`config.mk`:
```
export PLATFORM = sky130hd
export DESIGN_NAME = dma_index_irq_sync
export DESIGN_NICKNAME = d
export VERILOG_FILES = /design/src/hdl/dma_index_irq_sync.v /design/src/hdl/dma_addr_step.v /design/src/hdl/dma_irq_sticky.v
export VERILOG_INCLUDE_DIRS = /design/src /design/src/include
export SDC_FILE = /design/constraint.sdc
export NUM_CORES = 2
export LEC_CHECK = 0
export BUFFER_PORTS_ARGS = -buffer_cell sky130_fd_sc_hd__buf_4
export CAP_MARGIN = 25
export CORE_MARGIN = 3
export CORE_UTILIZATION = 50
export CTS_BUF_LIST = sky130_fd_sc_hd__clkbuf_4
export DETAILED_ROUTE_END_ITERATION = 10
export PLACE_DENSITY = 0.7
export REMOVE_ABC_BUFFERS = 1
export SLEW_MARGIN = 10
export SYNTH_ARGS = -nofsm -noshare
export SYNTH_HDL_FRONTEND = slang
export SYNTH_HIERARCHICAL = 1
export SYNTH_SLANG_ARGS = --single-unit
```
`constraint.sdc`:
```
create_clock -name hclk -period 8.6 [get_ports hclk]
set_input_delay 0.43 -clock hclk [delete_from_list [all_inputs] [get_ports hclk]]
set_output_delay 0.43 -clock hclk [all_outputs]
set_load 0.005 [all_outputs]
```
`src/include/dma_map.vh`:
```
// Register offsets, field positions and reset values of the DMA index block
`ifndef DMA_MAP_VH
`define DMA_MAP_VH
`define A_ELEM_A  8'h00
`define A_ELEM_B  8'h04
`define A_FRM_A   8'h08
`define A_FRM_B   8'h0C
`define A_IRQ_ST  8'h10
`define A_IRQ_CLR 8'h14
`define A_IRQ_EN  8'h18
`define CH_FIRST  3'h2
`define R_SRC     3'h0
`define R_DST     3'h1
`define R_CNT     3'h2
`define R_SFC     3'h3
`define R_MODE    3'h4
`define F_SRC_EN  0
`define F_SRC_SEL 1
`define F_DST_EN  2
`define F_DST_SEL 3
`define F_IEN     4
`define F_ITIM    5
`define F_ABU     6
`define F_RUN     7
`define F_SYN_HI  15
`define F_SYN_LO  12
`define F_FRM_HI  7
`define RST_W16   16'h0000
`define RST_MODE  8'h00
`define SYNC_NONE 4'h0
`endif

```
`src/hdl/dma_index_irq_sync.v`:
```
// DMA channel address indexing, interrupt generation and sync event selection
`timescale 1ns/10ps
`include "dma_map.vh"
module dma_index_irq_sync #(
  parameter NCH = 6
) (
  input  wire        hclk,
  input  wire        hresetn,
  input  wire        hsel,
  input  wire [31:0] haddr,
  input  wire [1:0]  htrans,
  input  wire        hwrite,
  input  wire [2:0]  hsize,
  input  wire [31:0] hwdata,
  input  wire        hready,
  output reg  [31:0] hrdata_ff,
  output reg         hreadyout_ff,
  output reg         hresp_ff,
  input  wire [15:0] sync_evt,
  output reg         xfer_valid_ff,
  output reg  [2:0]  xfer_chan_ff,
  output reg  [15:0] xfer_src_ff,
  output reg  [15:0] xfer_dst_ff,
  output reg         xfer_frame_end_ff,
  output reg         xfer_block_end_ff,
  output wire        irq
);

  // ----------------------------------------------------------------
  // Address decode
  // ----------------------------------------------------------------
  function is_chan;
    input [7:0] a;
    begin
      is_chan = (a[7:5] >= `CH_FIRST) && ((a[7:5] - `CH_FIRST) < NCH) &&
                (a[4:2] <= `R_MODE);
    end
  endfunction

  function [2:0] chan_of;
    input [7:0] a;
    begin
      chan_of = a[7:5] - `CH_FIRST;
    end
  endfunction

  // ----------------------------------------------------------------
  // Register state
  // ----------------------------------------------------------------
  reg  [15:0]    elem_a_ff;
  reg  [15:0]    elem_b_ff;
  reg  [15:0]    frm_a_ff;
  reg  [15:0]    frm_b_ff;
  reg            wr_pend_ff;
  reg  [7:0]     wa_ff;
  reg  [15:0]    src_ff  [0:NCH-1];
  reg  [15:0]    dst_ff  [0:NCH-1];
  reg  [15:0]    cnt_ff  [0:NCH-1];
  reg  [15:0]    rld_ff  [0:NCH-1];
  reg  [15:0]    sfc_ff  [0:NCH-1];
  reg  [7:0]     mode_ff [0:NCH-1];
  reg  [NCH-1:0] seen_ff;
  wire [NCH-1:0] req;
  wire [NCH-1:0] last_v;
  wire [NCH-1:0] blk_v;
  wire [NCH-1:0] irq_evt;
  wire [NCH-1:0] irq_status;
  wire [NCH-1:0] irq_enable;
  reg  [NCH-1:0] gnt;
  reg  [2:0]     gnt_idx;
  reg            found;
  reg  [31:0]    rd_word;
  integer        k;

  wire addr_ph = hsel & hready & htrans[1];
  wire glb_we  = wr_pend_ff & ~wa_ff[7];

  // ----------------------------------------------------------------
  // AHB-Lite slave: zero wait states, always OKAY
  // ----------------------------------------------------------------
  // Writes land in the data phase; reads are sampled in the address
  // phase, which is safe because the master never overlaps phases.
  always @(posedge hclk or negedge hresetn) begin
    if (!hresetn) begin
      wr_pend_ff   <= 1'b0;
      wa_ff        <= 8'h00;
      hrdata_ff    <= 32'h00000000;
      hreadyout_ff <= 1'b1;
      hresp_ff     <= 1'b0;
    end else begin
      wr_pend_ff   <= addr_ph & hwrite;
      hreadyout_ff <= 1'b1;
      hresp_ff     <= 1'b0;
      if (addr_ph) begin
        wa_ff <= haddr[7:0];
      end
      if (addr_ph & ~hwrite) begin
        hrdata_ff <= rd_word;
      end
    end
  end

  always @* begin
    rd_word = 32'h00000000;
    if (is_chan(haddr[7:0])) begin
      case (haddr[4:2])
        `R_SRC:  rd_word = {16'h0000, src_ff[chan_of(haddr[7:0])]};
        `R_DST:  rd_word = {16'h0000, dst_ff[chan_of(haddr[7:0])]};
        `R_CNT:  rd_word = {16'h0000, cnt_ff[chan_of(haddr[7:0])]};
        `R_SFC:  rd_word = {16'h0000, sfc_ff[chan_of(haddr[7:0])]};
        `R_MODE: rd_word = {24'h000000, mode_ff[chan_of(haddr[7:0])]};
        default: rd_word = 32'h00000000;
      endcase
    end else begin
      case (haddr[7:0])
        `A_ELEM_A: rd_word = {16'h0000, elem_a_ff};
        `A_ELEM_B: rd_word = {16'h0000, elem_b_ff};
        `A_FRM_A:  rd_word = {16'h0000, frm_a_ff};
        `A_FRM_B:  rd_word = {16'h0000, frm_b_ff};
        `A_IRQ_ST: rd_word = {{(32-NCH){1'b0}}, irq_status};
        `A_IRQ_EN: rd_word = {{(32-NCH){1'b0}}, irq_enable};
        default:   rd_word = 32'h00000000;
      endcase
    end
  end

  // ----------------------------------------------------------------
  // Shared index registers
  // ----------------------------------------------------------------
  always @(posedge hclk or negedge hresetn) begin
    if (!hresetn) begin
      elem_a_ff <= `RST_W16;
      elem_b_ff <= `RST_W16;
      frm_a_ff  <= `RST_W16;
      frm_b_ff  <= `RST_W16;
    end else if (glb_we) begin
      case (wa_ff)
        `A_ELEM_A: elem_a_ff <= hwdata[15:0];
        `A_ELEM_B: elem_b_ff <= hwdata[15:0];
        `A_FRM_A:  frm_a_ff  <= hwdata[15:0];
        `A_FRM_B:  frm_b_ff  <= hwdata[15:0];
        default: begin
        end
      endcase
    end
  end

  // ----------------------------------------------------------------
  // Arbitration
  // ----------------------------------------------------------------
  // Fixed priority, channel 0 highest; one element per cycle
  always @* begin
    gnt     = {NCH{1'b0}};
    gnt_idx = 3'h0;
    found   = 1'b0;
    for (k = 0; k < NCH; k = k + 1) begin
      if (req[k] && !found) begin
        gnt[k]  = 1'b1;
        gnt_idx = k[2:0];
        found   = 1'b1;
      end
    end
  end

  always @(posedge hclk or negedge hresetn) begin
    if (!hresetn) begin
      xfer_valid_ff     <= 1'b0;
      xfer_chan_ff      <= 3'h0;
      xfer_src_ff       <= `RST_W16;
      xfer_dst_ff       <= `RST_W16;
      xfer_frame_end_ff <= 1'b0;
      xfer_block_end_ff <= 1'b0;
    end else begin
      xfer_valid_ff     <= found;
      xfer_frame_end_ff <= found & last_v[gnt_idx];
      xfer_block_end_ff <= found & blk_v[gnt_idx];
      if (found) begin
        xfer_chan_ff <= gnt_idx;
        xfer_src_ff  <= src_ff[gnt_idx];
        xfer_dst_ff  <= dst_ff[gnt_idx];
      end
    end
  end

  // ----------------------------------------------------------------
  // Channels
  // ----------------------------------------------------------------
  genvar i;
  generate
    for (i = 0; i < NCH; i = i + 1) begin : g_ch
      localparam [2:0] CI = i;
      wire        we    = wr_pend_ff & is_chan(wa_ff) & (chan_of(wa_ff) == CI);
      wire [7:0]  md    = mode_ff[i];
      wire [3:0]  ssel  = sfc_ff[i][`F_SYN_HI:`F_SYN_LO];
      wire [7:0]  frm   = sfc_ff[i][`F_FRM_HI:0];
      wire        auto_buffering_mode   = md[`F_ABU];
      wire        last  = (cnt_ff[i] == 16'h0000);
      wire        blk   = last & (frm == 8'h00) & ~auto_buffering_mode;
      wire        half  = (cnt_ff[i] == ({1'b0, rld_ff[i][15:1]} + 16'h0001));
      wire        hit   = (ssel != `SYNC_NONE) & sync_evt[ssel];
      wire        g     = gnt[i];
      wire [15:0] src_n;
      wire [15:0] dst_n;

      assign last_v[i] = last;
      assign blk_v[i]  = blk;
      // Unsynced channels run freely, synced ones need a seen event
      assign req[i] = md[`F_RUN] & ((ssel == `SYNC_NONE) | seen_ff[i]);
      assign irq_evt[i] = g & md[`F_IEN] &
                          (auto_buffering_mode ? (last | (md[`F_ITIM] & half))
                               : (blk | (md[`F_ITIM] & last)));

      dma_addr_step #(
        .W (16)
      ) u_src (
        .addr     (src_ff[i]),
        .adj_en   (md[`F_SRC_EN]),
        .sel      (md[`F_SRC_SEL]),
        .last     (last),
        .elem_a   (elem_a_ff),
        .elem_b   (elem_b_ff),
        .frm_a    (frm_a_ff),
        .frm_b    (frm_b_ff),
        .nxt_addr (src_n)
      );

      dma_addr_step #(
        .W (16)
      ) u_dst (
        .addr     (dst_ff[i]),
        .adj_en   (md[`F_DST_EN]),
        .sel      (md[`F_DST_SEL]),
        .last     (last),
        .elem_a   (elem_a_ff),
        .elem_b   (elem_b_ff),
        .frm_a    (frm_a_ff),
        .frm_b    (frm_b_ff),
        .nxt_addr (dst_n)
      );

      // A software write to a register wins over the hardware update
      always @(posedge hclk or negedge hresetn) begin
        if (!hresetn) begin
          src_ff[i]  <= `RST_W16;
          dst_ff[i]  <= `RST_W16;
          cnt_ff[i]  <= `RST_W16;
          rld_ff[i]  <= `RST_W16;
          sfc_ff[i]  <= `RST_W16;
          mode_ff[i] <= `RST_MODE;
          seen_ff[i] <= 1'b0;
        end else begin
          if (we && wa_ff[4:2] == `R_SRC) begin
            src_ff[i] <= hwdata[15:0];
          end else if (g) begin
            src_ff[i] <= src_n;
          end
          if (we && wa_ff[4:2] == `R_DST) begin
            dst_ff[i] <= hwdata[15:0];
          end else if (g) begin
            dst_ff[i] <= dst_n;
          end
          if (we && wa_ff[4:2] == `R_CNT) begin
            cnt_ff[i] <= hwdata[15:0];
            rld_ff[i] <= hwdata[15:0];
          end else if (g) begin
            cnt_ff[i] <= last ? rld_ff[i] : cnt_ff[i] - 16'h0001;
          end
          if (we && wa_ff[4:2] == `R_SFC) begin
            sfc_ff[i] <= hwdata[15:0];
          end else if (g && last && !auto_buffering_mode && frm != 8'h00) begin
            sfc_ff[i][`F_FRM_HI:0] <= frm - 8'h01;
          end
          if (we && wa_ff[4:2] == `R_MODE) begin
            mode_ff[i] <= hwdata[7:0];
          end else if (g && blk) begin
            mode_ff[i][`F_RUN] <= 1'b0;
          end
          // An event in the grant cycle is kept for the next element
          seen_ff[i] <= (seen_ff[i] & ~g) | hit;
        end
      end
    end
  endgenerate

  // ----------------------------------------------------------------
  // Interrupts
  // ----------------------------------------------------------------
  dma_irq_sticky #(
    .N (NCH)
  ) u_irq (
    .clk       (hclk),
    .rstn      (hresetn),
    .evt       (irq_evt),
    .clr_we    (glb_we && wa_ff == `A_IRQ_CLR),
    .clr       (hwdata[NCH-1:0]),
    .en_we     (glb_we && wa_ff == `A_IRQ_EN),
    .en_d      (hwdata[NCH-1:0]),
    .status_ff (irq_status),
    .enable_ff (irq_enable),
    .irq_ff    (irq)
  );

endmodule

```
`src/hdl/dma_addr_step.v`:
```
// Next source or destination address of one channel
`timescale 1ns/10ps
module dma_addr_step #(
  parameter W = 16
) (
  input  wire [W-1:0] addr,
  input  wire         adj_en,
  input  wire         sel,
  input  wire         last,
  input  wire [W-1:0] elem_a,
  input  wire [W-1:0] elem_b,
  input  wire [W-1:0] frm_a,
  input  wire [W-1:0] frm_b,
  output reg  [W-1:0] nxt_addr
);
  // Indexes are two's complement, so a sum that wraps steps backwards
  always @* begin
    if (!adj_en) begin
      nxt_addr = addr;
    end else if (last) begin
      nxt_addr = addr + (sel ? frm_b : frm_a);
    end else begin
      nxt_addr = addr + (sel ? elem_b : elem_a);
    end
  end
endmodule

```
`src/hdl/dma_irq_sticky.v`:
```
// Sticky interrupt status, enable mask and level interrupt output
`timescale 1ns/10ps
module dma_irq_sticky #(
  parameter N = 6
) (
  input  wire         clk,
  input  wire         rstn,
  input  wire [N-1:0] evt,
  input  wire         clr_we,
  input  wire [N-1:0] clr,
  input  wire         en_we,
  input  wire [N-1:0] en_d,
  output reg  [N-1:0] status_ff,
  output reg  [N-1:0] enable_ff,
  output reg          irq_ff
);
  reg [N-1:0] nxt_status;
  reg [N-1:0] nxt_enable;

  // A new event beats a clear in the same cycle
  always @* begin
    nxt_status = (status_ff & ~(clr_we ? clr : {N{1'b0}})) | evt;
    nxt_enable = en_we ? en_d : enable_ff;
  end

  always @(posedge clk or negedge rstn) begin
    if (!rstn) begin
      status_ff <= {N{1'b0}};
      enable_ff <= {N{1'b0}};
      irq_ff    <= 1'b0;
    end else begin
      status_ff <= nxt_status;
      enable_ff <= nxt_enable;
      irq_ff    <= |(nxt_status & nxt_enable);
    end
  end
endmodule

```
Yosys cells after proc, flatten, opt, wreduce, memory -nomap -nowiden
Cells that the tools add are included.
W data, S select, Z words.
- magnitude comparators: 15
- add/sub/neg operators: 46
- reduce and logical (&&, ||, !) cells: 170
- bitwise gates (word level): 112
- equality and inequality tests: 29
- muxes and demuxes: 178
- operator list (operator ; count):
    $mux W16 ; 102
    $add A16 B16 Y16 ; 24
    $bmux W16 S3 ; 6
    $mux W8 ; 14
    $add A15 B1 Y16 const B ; 6
    $eq A16 B16 Y1 ; 6
    $logic_not A16 Y1 ; 6
    $pmux W16 S6 ; 1
    $sub A16 B1 Y16 const B ; 6
    $reduce_bool A2 Y1 ; 42
    $pmux W16 S5 ; 1
    $and A1 B1 Y1 ; 68
    $logic_and A1 B1 Y1 ; 65
    $logic_not A8 Y1 ; 8
    $lt A32 B3 Y1 const B ; 2
    $reduce_bool A8 Y1 ; 6
    $sub A8 B1 Y8 const B ; 6
    $mux W1 ; 38
    $eq A8 B4 Y1 const B ; 4
    $eq A8 B5 Y1 const B ; 4
    $mux W32 ; 1
    $reduce_and A2 Y1 ; 16
    $lt A4 B5 Y1 const B ; 6
    $bmux W1 S4 ; 6
    other kinds (25) ; 106
- output and inout bits: 73
- bits in registers: 690
- input port bits: 90
- logic and storage cells: 620

Logic depth before layout (Yosys ltp)
- depth in word-level cells: 24
- depth in mapped cells: 20
- gate-level depth less buffers: 17

Hierarchy
The synthesis kept the hierarchy.
- by module, submodules not included (module ; cells an instance ; area each (um2) ; times used ; sequential area each (um2)):
    dma_index_irq_sync ; 4417 ; 40522.6 ; 1 ; 16540.9
    dma_addr_step at g_ch[0].u_dst ... ; 164 ; 1452.6 ; 10 ; 0.0
    dma_addr_step at g_ch[5].u_src ; 168 ; 1475.2 ; 1 ; 0.0
    dma_addr_step at g_ch[2].u_dst ; 168 ; 1467.7 ; 1 ; 0.0
    dma_irq_sticky ; 36 ; 533.0 ; 1 ; 325.3

Worst setup path before layout
No wires, ideal clock.
- path type: reg2reg
- start: reg cnt_ff[2] in the netlist's numbering
- end: reg dst_ff[14] in the netlist's numbering
- arrival time: 4593 ps
- slack: 3875 ps
- stages on the path, launching flop included: 19
- setup time: 132 ps
- required time: 8468 ps
- period minus slack after synthesis: 4725 ps
- buffers on the path: 5
- cells stage by stage: dfrtp_1 -> clkbuf_1 -> or4_1 -> nor4_4 -> nand3_2 -> inv_2 -> clkbuf_1 -> clkbuf_1 -> clkbuf_1 -> mux4_2 -> ha_1 -> buf_2 -> and3_1 -> a221oi_2 -> nor3_1 -> or4_1 -> a31o_1 -> mux2i_1 -> o21ai_1
- word-level cells in the longest chain between the ends: 5
- ends and longest elaborated chain (element ; line ; source):
    from (decl) ; dma_index_irq_sync.v:58 ; reg [15:0] cnt_ff [0:NCH-1];
    from (signal, indexed assignment) ; dma_index_irq_sync.v:246 ; cnt_ff[i] <= `RST_W16;
    from (signal, indexed assignment) ; dma_index_irq_sync.v:263 ; cnt_ff[i] <= hwdata[15:0];
    from (signal, indexed assignment) ; dma_index_irq_sync.v:266 ; cnt_ff[i] <= last ? rld_ff[i] : cnt_ff[i] - 16'h0001;
    $logic_not A16 Y1 ; dma_index_irq_sync.v:197 ; wire last = (cnt_ff[i] == 16'h0000);
    via g_ch[5].last ; dma_index_irq_sync.v:197 ;
    $mux W16 ; dma_addr_step.v:20 ; end else if (last) begin
    $mux W16 ; dma_addr_step.v:18 ; if (!adj_en) begin
    via g_ch[5].dst_n[14] ; dma_index_irq_sync.v:203 ; wire [15:0] dst_n;
    $mux W16 ; dma_index_irq_sync.v:259 ; end else if (g) begin
    $mux W16 ; dma_index_irq_sync.v:257 ; if (we && wa_ff[4:2] == `R_DST) begin
    to (signal, indexed assignment) ; dma_index_irq_sync.v:245 ; dst_ff[i] <= `RST_W16;
    to (signal, indexed assignment) ; dma_index_irq_sync.v:258 ; dst_ff[i] <= hwdata[15:0];
    to (signal, indexed assignment) ; dma_index_irq_sync.v:260 ; dst_ff[i] <= dst_n;
    to (decl) ; dma_index_irq_sync.v:57 ; reg [15:0] dst_ff [0:NCH-1];
The timed path passes the listed nets, and every way through them passes these cells. The select of a mux whose other input is x is not followed.
A chain may end at the register's enable or synchronous reset.

Final worst setup path
- start: reg cnt_ff[2] in the netlist's numbering
- end: reg dst_ff[14] in the netlist's numbering
- word-level cells in the longest chain between the ends: 5
- ends and longest elaborated chain (element ; line):
    $logic_not A16 Y1 ; dma_index_irq_sync.v:197
    $mux W16 ; dma_addr_step.v:20
    $mux W16 ; dma_addr_step.v:18
    via g_ch[5].dst_n[14] ; dma_index_irq_sync.v:203
    $mux W16 ; dma_index_irq_sync.v:259
    $mux W16 ; dma_index_irq_sync.v:257
The timed path passes the listed nets, and every way through them passes these cells. The select of a mux whose other input is x is not followed.

==> impl_metrics.ini <==
[setup_path]
critPathLaunchType = flip-flop
cp.arrival_ns = 7.07
crit_type = reg -> reg
cp-end-kind = flip-flop
worstPathCellList = or4_1 -> nor4_4 -> nand3_2 -> inv_2 -> buf_4 -> mux4_2 -> ha_1 -> o21ai_0 -> a211oi_1 -> or4_1 -> a31o_1 -> mux2i_1 -> o21ai_1
crit_fanout = 32
crit_top_cell = or4_1
cp.buffers_inverters = 2
reg2reg_depth = 13
slowest_stage = inv_2
critPathMaxStageDelay_ns = 0.90
cp_top_family = simple AND/OR/NAND/NOR gates
cp.depth = 13
worst_ep_required_time_ns = 9.60

[logic_synthesis]
yosys.area_share.simple_pct = 17.2
synthTopCellsByArea = dfrtp_1 (29%), mux4_2 (11%), mux2i_1 (5.7%), nand2_1 (5.4%), mux2_2 (5.2%)
synth_fa_ha_area_share_pct = 4.86
yosys.area.top_type = dfrtp_1
yosysSeqAreaShare_pct = 28.8
yosys-top-cells-count = nand2_1 (837), dfrtp_1 (674), o21ai_0 (420)
synthCells = 6429
synth_edf_count = 0
syn_area_sq_mm = 0.0585
synth_most_common_cell = nand2_1
ys.flop_type = dfrtp_1
synth_top_area_share_pct = 28.8
synth_warnings = 6
synth_top_family_by_area = multiplexers
ys_ff_latch = 674
synth.avg_cell_area_sq_um = 9.10
synth_compound_area_share_pct = 18.4
synth.distinct_cells = 109
async_reset_ff_share_pct = 100
muxShareOfSynthArea_pct = 22.5
yosys.area_share.xor_xnor_pct = 3.43

[layout]
fillers = 10329
syn2layout_area_growth_pct = 7.83
fin_util_pct = 54.7
final_cells = 8043
nets = 6685
layout-drive-gt1-share_pct = 19.4

[drt]
drt_iter0_drc = 6720
num_vias = 54817
ant_nets = 0
via_per_inst = 6.82
drc = 0
drt_wl_total_um = 218000
drtPass1Iterations = 6
wl_per_cell_um = 27.1

[pwr]
intPower_mw = 7.88
combPwrFrac_pct = 44.6
p_per_area_mw_per_mm2 = 218
p_sw_mw = 5.89
p_leak_nw = 24.7
switching_share_pct = 42.7
p_clk_share_pct = 21.9
p_seq_share_pct = 33.5
vdd_drop_max_uv = 148
design_power_total_mw = 13.8

[timing]
setup_ws_ns = 2.52
slew_viol_final = 0
max_freq_ghz = 0.165
finClkSkew_ns = 0.102
final_hold_viol_count = 0
slew_headroom_pct = 19.9
min_period_over_period_pct = 70.7
setup_viol = 0
layout_min_cycle_time_ns = 6.08
tightest_slew_ns = 1.18
setup_tns_ns = 0
rsz0062_at_grt = no

[flow_run]
max_cap_viol_count = 0

[min_path]
holdPathStages = 3
hold_class = in -> reg

[place]
dpl.hpwl_um = 149000
portBuffers = 99
place_ws_ns = 2.76
dpl.cell_count = 7635
place.gp.congestion = 1.02

[global_route]
antenna_found_initial = 10
grt_pass1_vias = 51909
grt.total_usage_pct = 35.3
grt_overflow = 0
grt_max_degree = 160
grt_pass1_wl_um = 325000

[cts]
cts_resized = 0
cts.clk_slew.worst_paths_ns = 0.07
clock_path_buffers = 3
ctsHtreeMaxLevel = 4
post_cts_buffers = 0
numCtsBuffers = 191
holdBufCountCts = 49
clock_sinks = 674
clock_latency_ns = 1.23
ctsRootBufferMaster = clkbuf_4
tritoncts = built

[floorplanning]
core_area_sq_mm = 0.115
io_pins = 163
start_util_pct = 50.8
design.die.area_sq_mm = 0.121
chipHeight_um = 348
fp.dieW_um = 348
num_rows = 124

[status]
outcome = finished, final reports clean
-- registers in the layout, summed over array words and instances, names as in the netlist, 24 cells and up --
name,count
g_ch.frm,48
rld_ff,96
g_ch.ssel,24
sfc_ff,24
g_ch.md,48
cnt_ff,96
src_ff,96
dst_ff,96
-- power by group through the flow --
stage / Combinational, mW / Clock (mW) / Sequential (mW)
2_1_floorplan: 4.39 / 0 / 4.25
3_3_place_gp: 5.76 / 0 / 4.60
3_5_place_dp: 5.92 / 0 / 4.63
4_1_cts: 5.98 / 3.07 / 4.57
5_1_grt: 6.67 / 3.26 / 4.66
6_report: 6.15 / 3.02 / 4.61
-- path summary, 6_finish.rpt --
path	start	end	slack [ns]
max	cnt_ff[2]	dst_ff[14]	2.52
min in group asynchronous	hresetn	src_ff[25]	0.48
max in group asynchronous	hresetn	cnt_ff[16]	6.65
max reg2reg	cnt_ff[2]	dst_ff[14]	2.52
min reg2reg	rld_ff[16]	rld_ff[16]	0.48
min	haddr[1]	wa_ff[1]	0.11
-- metrics by stage --
step,hold WS [ns],area (sq um)
final,0.109,63100
after global routing,0.0414,63100
after CTS,0.00581,62900
after detailed placement,0.464,60000
after floorplan,0.134,56400
after global placement,0.459,59900
-- layer usage --
metal | vias up | GRT usage, % | routed length (um)
met4 | 6 | 22.6 | 15600
li1 | 24013 | - | -
met2 | 3497 | 51.6 | 92700
met1 | 26472 | 45.2 | 82900
met5 | - | 0 | 42
met3 | 829 | 11.0 | 27200
-- layout by cell type, fill, tap and decap left out, drive strengths merged, types with 68 or more instances in the layout --
cell type	synthesis	final
xnor2	155	155
mux2	282	282
o22ai	75	75
clkbuf	331	269
mux2i	335	335
buf	177	193
nand3	182	182
o21ai	541	541
a21oi	444	444
mux4	294	294
ha	208	208
xor2	74	74
nor3	100	100
dfrtp	674	674
clkinv	11	78
a211oi	114	114
nand2	839	839
inv	134	139
nor2b	83	83
nor2	413	413
nand4	68	68
-- cells by family (layout without fill, tap and decap cells) --
kind of cell	count (synthesis)	after routing
mux	911	911
flops	674	674
buf+inv	653	729
simple gates	2074	2074
fa+ha+maj	220	220
xor+xnor	229	229
compound gates	1666	1666
other cells	2	28
-- tightest hold or removal path, stage by stage --
cell	delay (ns)
dlygate4sd3_1	0.52
buf_4	0.15
mux2_2	0.15
-- area by class of cell --
cell class	instances	area [sq um]	share of cell area (%)
sequential	674	16900	26.7
antenna	10	25.0	0.0397
clock inverter	73	354	0.561
timing repair buffer	245	2300	3.65
multi-input combinational	5118	39100	62.0
clock buffer	266	2000	3.16
tap	1512	1890	3.00
inverter	145	544	0.862
Power figures use the tool's default switching activity.
